[config.mk]
export PLATFORM = sky130hd
export DESIGN_NAME = mpcm_power_clock
export DESIGN_NICKNAME = d
export VERILOG_FILES = /design/src/design/mpcm_pkg.sv /design/src/design/mpcm_power_clock.sv
export SDC_FILE = /design/constraint.sdc
export NUM_CORES = 1
export LEC_CHECK = 0
export ABC_AREA = 1
export BUFFER_PORTS_ARGS = -buffer_cell sky130_fd_sc_hd__buf_4
export CORE_ASPECT_RATIO = 0.5
export CORE_MARGIN = 5
export CORE_UTILIZATION = 45
export CTS_CLUSTER_SIZE = 25
export DETAILED_ROUTE_END_ITERATION = 12
export MAX_ROUTING_LAYER = met4
export PLACE_DENSITY_LB_ADDON = 0.25
export SETUP_SLACK_MARGIN = 0.15
export SYNTH_ARGS = -nofsm -noshare
export SYNTH_HDL_FRONTEND = slang
export SYNTH_SLANG_ARGS = --single-unit
[constraint.sdc]
create_clock -name clk -period 2.8 [get_ports clk]
set_input_delay 0.14 -clock clk [delete_from_list [all_inputs] [get_ports clk]]
set_output_delay 0.14 -clock clk [all_outputs]
set_load 0.1 [all_outputs]
[src/design/mpcm_pkg.sv]
package mpcm_pkg;

    // ************************************************************
    // register byte addresses
    // ************************************************************
    localparam logic [7:0] MPCM_ADDR_POWER_CONTROL  = 8'h87;
    localparam logic [7:0] MPCM_ADDR_CLOCK_CONTROL  = 8'hA3;
    localparam logic [7:0] MPCM_ADDR_POWER_DOWN     = 8'hA4;
    localparam logic [7:0] MPCM_ADDR_WAKEUP_CONFIG  = 8'hA5;
    localparam logic [7:0] MPCM_ADDR_RESET_CAUSE    = 8'hB1;
    localparam logic [7:0] MPCM_ADDR_INT_ENABLE_HI  = 8'hB8;

    // ************************************************************
    // reset values
    // ************************************************************
    localparam logic [7:0] MPCM_RST_POWER_CONTROL   = 8'h00;
    localparam logic [7:0] MPCM_RST_CLOCK_CONTROL   = 8'h80;
    localparam logic [7:0] MPCM_RST_WAKEUP_CONFIG   = 8'h00;
    localparam logic [7:0] MPCM_RST_INT_ENABLE_HI   = 8'h00;

    // ************************************************************
    // field positions
    // ************************************************************
    localparam int MPCM_CC_PLL_BIT      = 7;
    localparam int MPCM_CC_ON_HI        = 6;
    localparam int MPCM_CC_ON_LO        = 4;
    localparam int MPCM_CC_OFF_HI       = 1;
    localparam int MPCM_CC_OFF_LO       = 0;
    localparam int MPCM_PD_LFCLK_BIT    = 3;
    localparam int MPCM_PD_CMD_HI       = 2;
    localparam int MPCM_PC_SMOD_BIT     = 7;
    localparam int MPCM_PC_PMW_BIT      = 4;
    localparam int MPCM_PC_STOP_BIT     = 1;
    localparam int MPCM_PC_IDLE_BIT     = 0;
    localparam logic [7:0] MPCM_PC_RW_MASK = 8'hFC;
    localparam int MPCM_WC_RF_LO        = 6;
    localparam int MPCM_WC_PIN_LO       = 4;
    localparam int MPCM_WC_USB_LO       = 2;
    localparam int MPCM_WC_USB_BUS_LO   = 0;
    localparam int MPCM_IE_RF_BIT       = 1;
    localparam int MPCM_IE_USB_BUS_BIT  = 3;
    localparam int MPCM_IE_USB_BIT      = 4;
    localparam int MPCM_IE_PIN_BIT      = 5;

    // ************************************************************
    // codes
    // ************************************************************
    localparam logic [1:0] MPCM_WAKE_IF_ENABLED = 2'h0;
    localparam logic [1:0] MPCM_WAKE_RESERVED   = 2'h1;
    localparam logic [1:0] MPCM_WAKE_ALWAYS     = 2'h2;
    localparam logic [1:0] MPCM_WAKE_IGNORE     = 2'h3;
    localparam logic [2:0] MPCM_ON_MAX_CODE     = 3'h4;

    // ************************************************************
    // timing: 250 MHz system clock; mcu clock rates as divide counts
    // ************************************************************
    localparam int MPCM_SYS_CLK_KHZ = 250000;
    localparam int MPCM_LF_CLK_KHZ  = 32;
    // half period of the low-frequency clock in system cycles
    localparam int MPCM_LF_HALF     = MPCM_SYS_CLK_KHZ / (2 * MPCM_LF_CLK_KHZ);
    localparam int MPCM_DIV_W       = 16;

    typedef enum logic [1:0]
    {
        MPCM_ST_ACTIVE  = 2'b00,
        MPCM_ST_STANDBY = 2'b01
    } mpcm_mcu_state_t;

endpackage

[src/design/mpcm_power_clock.sv]
// Summary of operation
// - clock control bit 7 enables PLL
// - PLL on: three-bit frequency select
// - PLL off: two-bit frequency select
// - power-down bit 3 reads low-frequency clock
// - power-down write with nonzero bits 2:0 enters standby
// - all reset sources share one sequence
// - reset cause bit 0 flags watchdog
// - RF wake field selects condition
// - pin/timer wake field selects condition
// - USB interrupt wake field selects condition
// - USB bus wake field selects condition
// - power control bit 7 baud doubler
// - four general flags, storage only
// - power control bit 4 program write
// - stop bit pulses, reads zero
// - idle bit pulses, reads zero
// - PLL triples oscillator for USB
// - software PLL control only in suspend
// - qualified wake source ends standby
`timescale 1ns/1ps
module mpcm_power_clock
    import mpcm_pkg::*;
(
    input  wire logic        clk,
    input  wire logic        reset_n,
    input  wire logic        wdt_reset_req,
    input  wire logic        wb_cyc_i,
    input  wire logic        wb_stb_i,
    input  wire logic        wb_we_i,
    input  wire logic [7:0]  wb_adr_i,
    input  wire logic [3:0]  wb_sel_i,
    input  wire logic [31:0] wb_dat_i,
    output logic      [31:0] wb_dat_o,
    output logic             wb_ack_o,
    input  wire logic        usb_suspended,
    input  wire logic        rf_interrupt,
    input  wire logic        pin_timer_wake_event,
    input  wire logic        usb_interrupt,
    input  wire logic        usb_bus_wake,
    output logic             pll_enable,
    output logic             mcu_clk_en,
    output logic             mcu_standby,
    output logic             low_freq_clock,
    output logic             baud_doubler,
    output logic             prog_write_enable,
    output logic             stop_request,
    output logic             idle_request
);

    // ************************************************************
    // state
    // ************************************************************
    typedef struct packed {
        logic [7:0]      power_control;
        logic [7:0]      clock_control;
        logic [7:0]      wakeup_configuration;
        logic [7:0]      interrupt_enable_high;
        logic            reset_cause;
        mpcm_mcu_state_t mcu_state;
        logic            pll_on;
        logic [MPCM_DIV_W-1:0] div_cnt;
        logic [MPCM_DIV_W-1:0] div_limit;
        logic [MPCM_DIV_W-1:0] lf_cnt;
        logic            lf_level;
        logic            clk_en;
        logic            stop_p;
        logic            idle_p;
        logic [31:0]     rdata;
        logic            ack;
    } mpcm_state_t;

    mpcm_state_t state;
    mpcm_state_t next_state;

    // divide count for the selected mcu rate from the system clock
    function automatic logic [MPCM_DIV_W-1:0] mcu_divide
    (
        input logic       pll,
        input logic [7:0] cc
    );
        logic [MPCM_DIV_W-1:0] d;
        d = 16'h0000;
        if (pll)
        begin
            case (cc[MPCM_CC_ON_HI:MPCM_CC_ON_LO])
                3'h0: d = 16'(MPCM_SYS_CLK_KHZ / 16000);
                3'h1: d = 16'(MPCM_SYS_CLK_KHZ / 12000);
                3'h2: d = 16'(MPCM_SYS_CLK_KHZ / 8000);
                3'h3: d = 16'(MPCM_SYS_CLK_KHZ / 4000);
                default: d = 16'(MPCM_SYS_CLK_KHZ / 1600);
            endcase
        end
        else
        begin
            case (cc[MPCM_CC_OFF_HI:MPCM_CC_OFF_LO])
                2'h0: d = 16'(MPCM_SYS_CLK_KHZ / 4000);
                2'h1: d = 16'(MPCM_SYS_CLK_KHZ / 1600);
                2'h2: d = 16'(MPCM_SYS_CLK_KHZ / 320);
                default: d = 16'(MPCM_SYS_CLK_KHZ / 64);
            endcase
        end
        return d;
    endfunction

    // one wake source qualified by its two-bit field and enable
    function automatic logic wake_qualify
    (
        input logic [1:0] code,
        input logic       src,
        input logic       en
    );
        logic w;
        w = 1'b0;
        case (code)
            MPCM_WAKE_IF_ENABLED: w = src & en;
            MPCM_WAKE_ALWAYS:     w = src;
            default:              w = 1'b0;
        endcase
        return w;
    endfunction

    logic       bus_req;
    logic       wr_en;
    logic [7:0] wbyte;
    logic       wake;
    logic [1:0] wf;
    logic [2:0] on_code;
    logic [3:0] wake_src;

    // ack masks the strobe so one request is taken only once
    assign bus_req = wb_cyc_i & wb_stb_i & ~state.ack;
    assign wr_en   = bus_req & wb_we_i & wb_sel_i[0];
    assign wbyte   = wb_dat_i[7:0];

    // ************************************************************
    // next state
    // ************************************************************
    always_comb
    begin
        next_state        = state;
        next_state.stop_p = 1'b0;
        next_state.idle_p = 1'b0;
        next_state.ack    = bus_req;
        on_code           = wbyte[MPCM_CC_ON_HI:MPCM_CC_ON_LO];
        wf                = 2'h0;

        wake_src[3] = wake_qualify(
                   state.wakeup_configuration[MPCM_WC_RF_LO +: 2],
                   rf_interrupt,
                   state.interrupt_enable_high[MPCM_IE_RF_BIT]);
        wake_src[2] = wake_qualify(
                   state.wakeup_configuration[MPCM_WC_PIN_LO +: 2],
                   pin_timer_wake_event,
                   state.interrupt_enable_high[MPCM_IE_PIN_BIT]);
        wake_src[1] = wake_qualify(
                   state.wakeup_configuration[MPCM_WC_USB_LO +: 2],
                   usb_interrupt,
                   state.interrupt_enable_high[MPCM_IE_USB_BIT]);
        wake_src[0] = wake_qualify(
                   state.wakeup_configuration[MPCM_WC_USB_BUS_LO +: 2],
                   usb_bus_wake,
                   state.interrupt_enable_high[MPCM_IE_USB_BUS_BIT]);
        wake = |wake_src;

        if (wr_en)
        begin
            if (wb_adr_i == MPCM_ADDR_POWER_CONTROL)
            begin
                next_state.power_control = wbyte & MPCM_PC_RW_MASK;
                next_state.stop_p = wbyte[MPCM_PC_STOP_BIT];
                next_state.idle_p = wbyte[MPCM_PC_IDLE_BIT];
            end
            else if (wb_adr_i == MPCM_ADDR_CLOCK_CONTROL)
            begin
                next_state.clock_control[MPCM_CC_PLL_BIT] =
                    wbyte[MPCM_CC_PLL_BIT];
                next_state.clock_control[MPCM_CC_OFF_HI:MPCM_CC_OFF_LO] =
                    wbyte[MPCM_CC_OFF_HI:MPCM_CC_OFF_LO];
                if (on_code <= MPCM_ON_MAX_CODE)
                begin
                    next_state.clock_control[MPCM_CC_ON_HI:MPCM_CC_ON_LO] =
                        on_code;
                end
            end
            else if (wb_adr_i == MPCM_ADDR_POWER_DOWN)
            begin
                if (wbyte[MPCM_PD_CMD_HI:0] != 3'h0)
                begin
                    next_state.mcu_state = MPCM_ST_STANDBY;
                end
            end
            else if (wb_adr_i == MPCM_ADDR_WAKEUP_CONFIG)
            begin
                for (int i = 0; i < 4; i++)
                begin
                    wf = wbyte[2*i +: 2];
                    if (wf != MPCM_WAKE_RESERVED)
                    begin
                        next_state.wakeup_configuration[2*i +: 2] = wf;
                    end
                end
            end
            else if (wb_adr_i == MPCM_ADDR_INT_ENABLE_HI)
            begin
                next_state.interrupt_enable_high = wbyte;
            end
        end

        // wake ends standby; a wake in the command cycle from active is lost
        case (state.mcu_state)
            MPCM_ST_STANDBY:
            begin
                if (wake)
                begin
                    next_state.mcu_state = MPCM_ST_ACTIVE;
                end
            end
            default:
            begin
            end
        endcase

        // hardware forces PLL on unless usb suspended
        next_state.pll_on = usb_suspended ?
                            state.clock_control[MPCM_CC_PLL_BIT] : 1'b1;

        // a new rate waits out the running period, so a switch can
        // lag by up to one slowest period; no short pulse gets out
        // new divide taken only at a period boundary
        next_state.clk_en = 1'b0;
        if (state.div_cnt >= state.div_limit - 16'h0001)
        begin
            next_state.div_cnt   = 16'h0000;
            next_state.div_limit = mcu_divide(state.pll_on,
                                              state.clock_control);
            next_state.clk_en    = (state.mcu_state == MPCM_ST_ACTIVE);
        end
        else
        begin
            next_state.div_cnt = state.div_cnt + 16'h0001;
        end

        if (state.lf_cnt >= 16'(MPCM_LF_HALF - 1))
        begin
            next_state.lf_cnt   = 16'h0000;
            next_state.lf_level = ~state.lf_level;
        end
        else
        begin
            next_state.lf_cnt = state.lf_cnt + 16'h0001;
        end

        // read path
        next_state.rdata = 32'h0000_0000;
        if (bus_req && !wb_we_i)
        begin
            if (wb_adr_i == MPCM_ADDR_POWER_CONTROL)
            begin
                next_state.rdata[7:0] = state.power_control;
            end
            else if (wb_adr_i == MPCM_ADDR_CLOCK_CONTROL)
            begin
                next_state.rdata[7:0] = state.clock_control;
            end
            else if (wb_adr_i == MPCM_ADDR_POWER_DOWN)
            begin
                next_state.rdata[MPCM_PD_LFCLK_BIT] = state.lf_level;
            end
            else if (wb_adr_i == MPCM_ADDR_WAKEUP_CONFIG)
            begin
                next_state.rdata[7:0] = state.wakeup_configuration;
            end
            else if (wb_adr_i == MPCM_ADDR_RESET_CAUSE)
            begin
                next_state.rdata[0] = state.reset_cause;
            end
            else if (wb_adr_i == MPCM_ADDR_INT_ENABLE_HI)
            begin
                next_state.rdata[7:0] = state.interrupt_enable_high;
            end
        end
    end

    // ************************************************************
    // registers
    // ************************************************************
    always_ff @(posedge clk)
    begin
        // any reset source restarts the same sequence
        if (!reset_n || wdt_reset_req)
        begin
            state                       <= '0;
            state.power_control         <= MPCM_RST_POWER_CONTROL;
            state.clock_control         <= MPCM_RST_CLOCK_CONTROL;
            state.wakeup_configuration  <= MPCM_RST_WAKEUP_CONFIG;
            state.interrupt_enable_high <= MPCM_RST_INT_ENABLE_HI;
            state.mcu_state             <= MPCM_ST_ACTIVE;
            state.pll_on                <= 1'b1;
            state.div_limit             <= 16'h0001;
            // cause survives only its own reset path
            state.reset_cause           <= reset_n & wdt_reset_req;
        end
        else
        begin
            state <= next_state;
        end
    end

    assign wb_dat_o          = state.rdata;
    assign wb_ack_o          = state.ack;
    assign pll_enable        = state.pll_on;
    assign mcu_clk_en        = state.clk_en;
    assign mcu_standby       = (state.mcu_state == MPCM_ST_STANDBY);
    assign low_freq_clock    = state.lf_level;
    assign baud_doubler      = state.power_control[MPCM_PC_SMOD_BIT];
    assign prog_write_enable = state.power_control[MPCM_PC_PMW_BIT];
    assign stop_request      = state.stop_p;
    assign idle_request      = state.idle_p;

endmodule

Yosys cells after proc, flatten, opt, wreduce, memory -nomap -nowiden
Index checks and enable logic that the tools add are counted.
{"block": "totals", "mem_bits_rw": 0, "output_inout_bits": 41, "romBits": 0, "ff_bits": 117, "latchBits": 0, "inputBits": 55, "memories": 0}
{"block": "classes", "order_cmp": 3, "div": 0, "n_mux": 23, "shift": 0, "reduce_logical": 27, "n_bitwise": 19, "n_addsub": 3, "eq_ne": 20, "multipliers": 0}
{"operator": "$eq 8x8->1 const B", "n": 6}
{"operator": "$pmux 12 s3", "n": 1}
{"operator": "$add 16x1->16 const B", "n": 2}
{"operator": "$mux 8", "n": 4}
{"operator": "$pmux 8 s4", "n": 1}
{"operator": "$reduce_and 6->1", "n": 5}
{"operator": "$ge 16x12->1 const B", "n": 1}
{"operator": "$ge 16x16->1", "n": 1}
{"operator": "$mux 16", "n": 1}
{"operator": "$sub 16x1->16 const B", "n": 1}
{"operator": "$mux 2", "n": 7}
{"operator": "$logic_not 2->1", "n": 6}
{"operator": "$eq 2x2->1 const B", "n": 5}
{"operator": "$not 1->1", "n": 10}
{"operator": "$reduce_or 2->1", "n": 5}
{"operator": "$and 1x1->1", "n": 9}
{"operator": "$ne 2x1->1 const B", "n": 4}
{"operator": "$pmux 1 s2", "n": 4}
{"operator": "$mux 7", "n": 1}
{"operator": "$eq 3x2->1 const B", "n": 2}
{"operator": "$eq 2x1->1 const B", "n": 2}
{"operator": "$mux 4", "n": 1}
{"operator": "$reduce_and 4->1", "n": 1}
{"operator": "$reduce_or 4->1", "n": 1}
{"operator": "other kinds (12)", "n": 14}

Longest topological paths before layout
{"block": "logic_depth", "depth_word": 8, "mapped_depth": 17}

Least setup slack after synthesis
No wires, ideal clock.
{"block": "synth_path", "path_type": "register to register", "startpoint": "register state[53] (netlist name)", "endpoint": "register state[60] (netlist name)", "setup_time_ps": 74, "n_path_buf": 1, "setup_slack_ps": 484, "synth_period_minus_slack_ps": 2316, "path_stages_with_launch": 17, "arrival_time_ps": 2242, "path_cell_list": "dfxtp_1 inv_1 ha_1 nand2_1 nor3_1 inv_1 nor2_1 nor2_1 ha_1 nand2_1 inv_1 nand2_1 a21oi_1 nor2_2 nand3_1 buf_2 o21ai_0"}
{"block": "synth_via", "elab_chain_len": 2}
{"element": "start, declared", "line_no": "mpcm_power_clock.sv:73", "source": "mpcm_state_t state;"}
{"element": "start signal, assigned", "line_no": "mpcm_power_clock.sv:306", "source": "state <= next_state;"}
{"element": "$sub 16x1->16", "line_no": "mpcm_power_clock.sv:232", "source": "if (state.div_cnt >= state.div_limit - 16'h0001)"}
{"element": "$ge 16x16->1", "line_no": "mpcm_power_clock.sv:232"}
No other way between the ends.
A chain may end at the register's enable or synchronous reset.

Worst setup path in the final report
{"block": "layout_path", "startpoint": "register state[53] (netlist name)", "endpoint": "register state[82] (netlist name)"}
{"block": "layout_via", "elab_chain_len": 3}
{"element": "$sub 16x1->16", "line_no": "mpcm_power_clock.sv:232"}
{"element": "$ge 16x16->1", "line_no": "mpcm_power_clock.sv:232"}
{"element": "$reduce_or 2->1 (no line)"}
No other way between the ends.

==> summary.txt <==
Run status
  – Outcome: finished, final reports clean

Critical path
  – Critical Path Most Common Cell: nand2_1
  – Reg-to-reg slack, setup: 420 ps
  – Element type at the critical path end: flop
  – Req. time, crit path: 3070 ps
  – WS Path Type: reg -> reg
  – CP peak stage delay: 320 ps
  – Worst path cell trace: inv_2 -> ha_1 -> nand2_1 -> nor3_2 -> buf_4 -> xor2_1 -> ha_1 -> nand2_1 -> inv_1 -> nand2_1 -> nand2_1 -> nor2_1 -> nand2_1 -> nand2_4 -> nand3_2 -> buf_12 -> nor3_1
  – CP delay by family, top: simple AND/OR/NAND/NOR gates
  – Crit-path max FO: 17
  – Worst setup SP type: flop
  – Critical-path cell with the highest stage delay: dfxtp_1
  – WP data arrival: 2640 ps
  – Buf+Inv Stages, Crit Path: 4
  – Worst reg2reg path endpoint: state[82]$_SDFF_PP0_
  – R2R depth: 17
  – RR Startpoint: state[53]$_SDFFE_PP1P_

Die
  – Initial core utilization: 45.8%
  – Core box area: 10100 sq um
  – Rows: 26
  – Die Y: 81.8 microns
  – Chip width: 154 microns
  – # IOs: 96
  – DIE AREA: 12500 sq um

Routing
  – Total routed wirelength: 9880 microns
  – Antenna Nets Post-Route: 0
  – Drt drc: 0
  – Number of DRC markers in iteration 0: 243
  – First drt pass iteration count: 4
  – Met3 Wirelength: 505 microns
  – WL met1: 4360 microns
  – Met2 WL: 4920 microns
  – Wirelength per Cell: 12.0 microns
  – DR vias/cell: 4.76
  – Vias: 3927
  – Top layer in use: met4

Synth
  – EDFF count, synth: 1
  – Synth cell count leaders: nand2_1 (111), dfxtp_1 (85), nor2_1 (85), inv_1 (78), a21oi_1 (41)
  – Synth unique cells: 43
  – Area fraction of the dominant cell type after synthesis: 36.7%
  – Largest cells by area after synthesis: dfxtp_1 (37%), nand2_1 (9.0%), ha_1 (7.0%)
  – Proportion of synthesized chip area in sequential cells: 37.4%
  – Leading cell type by number of instances after synthesis: nand2_1
  – Async SR Flop Fraction: 0%
  – Post-Syn Area per Cell: 7.32 sq um
  – Main flop type after synthesis: dfxtp_1
  – Syn Std Cell Area: 4630 sq um
  – Ys Warns: 0
  – Yosys reg bits: 86
  – Synth area leader: dfxtp_1
  – Post-Syn Instances: 633

Timing
  – Minimum clock period: 2380 ps
  – Worst Skew: 13.0 ps
  – Period utilisation layout: 85.0%
  – Final worst setup slack: 421 ps
  – Fin Setup TNS: 0 ps
  – Slew margin rel.: 64.2%
  – Hold Violations, Final: 0
  – Fin. max-slew vios: 0
  – Final hold slack: 59.0 ps
  – Final setup fails: 0
  – RSZ-0062 raised after global routing: false
  – F_max: 0.420 GHz
  – Worst slew pin tran: 536 ps

Job
  – Max Cap Viol: 0

Finish
  – Finished Cell Area: 5350 sq um
  – Nets: 761
  – Number of flip-flops in the largest register: 69
  – Inserted Diodes: 0
  – Most flop-heavy register: state
  – P&R area growth vs syn: 15.4%
  – Fill count: 1022
  – Multi-input combinational cell area: 2420 sq um
  – Layout cell share with drive strength beyond 1: 15.9%
  – Reg area: 1730 sq um

CTS
  – Max clock buf depth: 2
  – Clk pin slew, worst setup/hold paths: 70 ps
  – Root buffer cell: clkbuf_16
  – H-tree lvl count: 3
  – Skew-Pair Late Insertion Delay: 350 ps
  – CTS tree: done
  – Clk sinks: 86
  – CTS Buf Count: 9

Global route
  – Gr ovfl total: 0
  – Overall Global Routing Usage: 16.9%
  – Vias in the first global route: 3751
  – First-pass GRT wire length: 16700 microns
  – Initial antenna violation count: 0
  – Largest net degree at the start of global routing: 28

Placed design
  – Port bufs: 44
  – GPL Wtd Cong: 0.863
  – Pre-CTS setup slack: 215 ps
  – Area after DPL: 5000 sq um
  – Post-DP HPWL: 7360 microns

Min path
  – Hold crit path type: in -> reg
  – Hold EP: next_state[88]$_DFFE_PP_
  – Worst Hold Depth: 3
  – Worst hold start: reset_n

Power and ir drop
  – VDD IR max: 0.000318 V
  – PD cells: 590 nW/um^2
  – Final Power: 3150 uW
  – LEAKAGE: 0.00223 uW
==> metrics by stage <==
| step | instances | utilization (%) |
|---|---|---|
| after floorplan | 660 | - |
| after global placement | 807 | 49.4 |
| after CTS | 824 | 52.5 |
| final | 825 | 52.8 |
| after detailed placement | 807 | 49.4 |
| after global routing | 825 | 52.8 |
==> repair_timing <==
| action | in CTS | in global routing |
|---|---|---|
| hold buffers | 1 | 0 |
| endpoints found under the setup margin | 0 | 26 |
| resized for setup | 0 | 9 |
| buffers inserted | 0 | 1 |
| hold endpoints to repair | 1 | 0 |
==> logic make-up after synthesis <==
group / count (synthesis) / share of synthesized area (%)
AOI/OAI and AO/OA: 87 / 10.4
xor gates and xnor gates: 22 / 4.16
adders and majority gates: 26 / 7.02
buffers and inverters: 126 / 13.1
DFF: 86 / 37.4
other: 1 / 0.0809
and+or+nand+nor: 285 / 27.9
==> where the power goes <==
group          total (uW)  internal (uW)  switching, uW
Clock                1200            668            532
Combinational         684            191            494
Sequential           1270           1250           16.6
==> worst register-to-register path, cell delays in order, from the launching register on <==
cell and delay, ps:
dfxtp_1 320, inv_2 90, ha_1 180, nand2_1 110
nor3_2 150, buf_4 150, xor2_1 140, ha_1 240
nand2_1 60, inv_1 50, nand2_1 60, nand2_1 50
nor2_1 90, nand2_1 100, nand2_4 100, nand3_2 100
buf_12 180, nor3_1 130
==> metal layers <==
layer  vias to the layer above  GRT usage, %
met2                        54          30.7
met4                         0          4.23
met3                        10          5.26
met1                      1804          18.4
met5                         -             -
li1                       2059             -
==> cell type report <==
| type | instances | share of cell area [%] |
|---|---|---|
| clock buffers | 10 | 4.68 |
| clock inverters | 6 | 0.936 |
| repair buffers | 51 | 7.44 |
| flip-flops and latches | 86 | 32.4 |
| multi-input cells | 448 | 45.4 |
| inverters | 84 | 5.90 |
| well taps | 140 | 3.28 |
==> worst max-delay path by stage <==
stage / startpoint / cells after the start / slack [ps] / end
floorplan: state[53]$_SDFFE_PP1P_ / 16 / 480 / state[60]$_SDFFE_PP0P_
global placement: state[53]$_SDFFE_PP1P_ / 16 / 210 / state[60]$_SDFFE_PP0P_
detailed placement: state[53]$_SDFFE_PP1P_ / 16 / 220 / state[60]$_SDFFE_PP0P_
CTS: state[53]$_SDFFE_PP1P_ / 14 / 190 / state[79]$_SDFF_PP0_
global route: state[53]$_SDFFE_PP1P_ / 17 / 130 / state[60]$_SDFFE_PP0P_
finish: state[53]$_SDFFE_PP1P_ / 17 / 420 / state[82]$_SDFF_PP0_
==> placed cells by master (no fill, tap or decap), drive strengths merged <==
| master | synthesis | routed |
|---|---|---|
| dlygate4sd3 | 0 | 1 |
| clkbuf | 4 | 10 |
| ha | 26 | 26 |
| clkinv | 1 | 3 |
| xnor2 | 8 | 8 |
| inv | 83 | 86 |
| nor3 | 18 | 18 |
| nand2 | 118 | 118 |
| edfxtp | 1 | 1 |
| buf | 38 | 50 |
| o21a | 1 | 1 |
| conb | 1 | 28 |
| clkinvlp | 0 | 1 |
| o2111ai | 1 | 1 |
| xor2 | 14 | 14 |
| nor2 | 93 | 93 |
| a31oi | 1 | 1 |
| dfxtp | 85 | 85 |
| or2 | 4 | 4 |
| o211ai | 5 | 5 |
| o31ai | 1 | 1 |
| and3 | 2 | 2 |
| nand3b | 2 | 2 |
| nand3 | 38 | 38 |
| nor4 | 1 | 1 |
| nand4 | 9 | 9 |
| o22ai | 1 | 1 |
| a21oi | 47 | 47 |
| o21ai | 30 | 30 |
No activity file was read; power rests on OpenSTA's default activity.
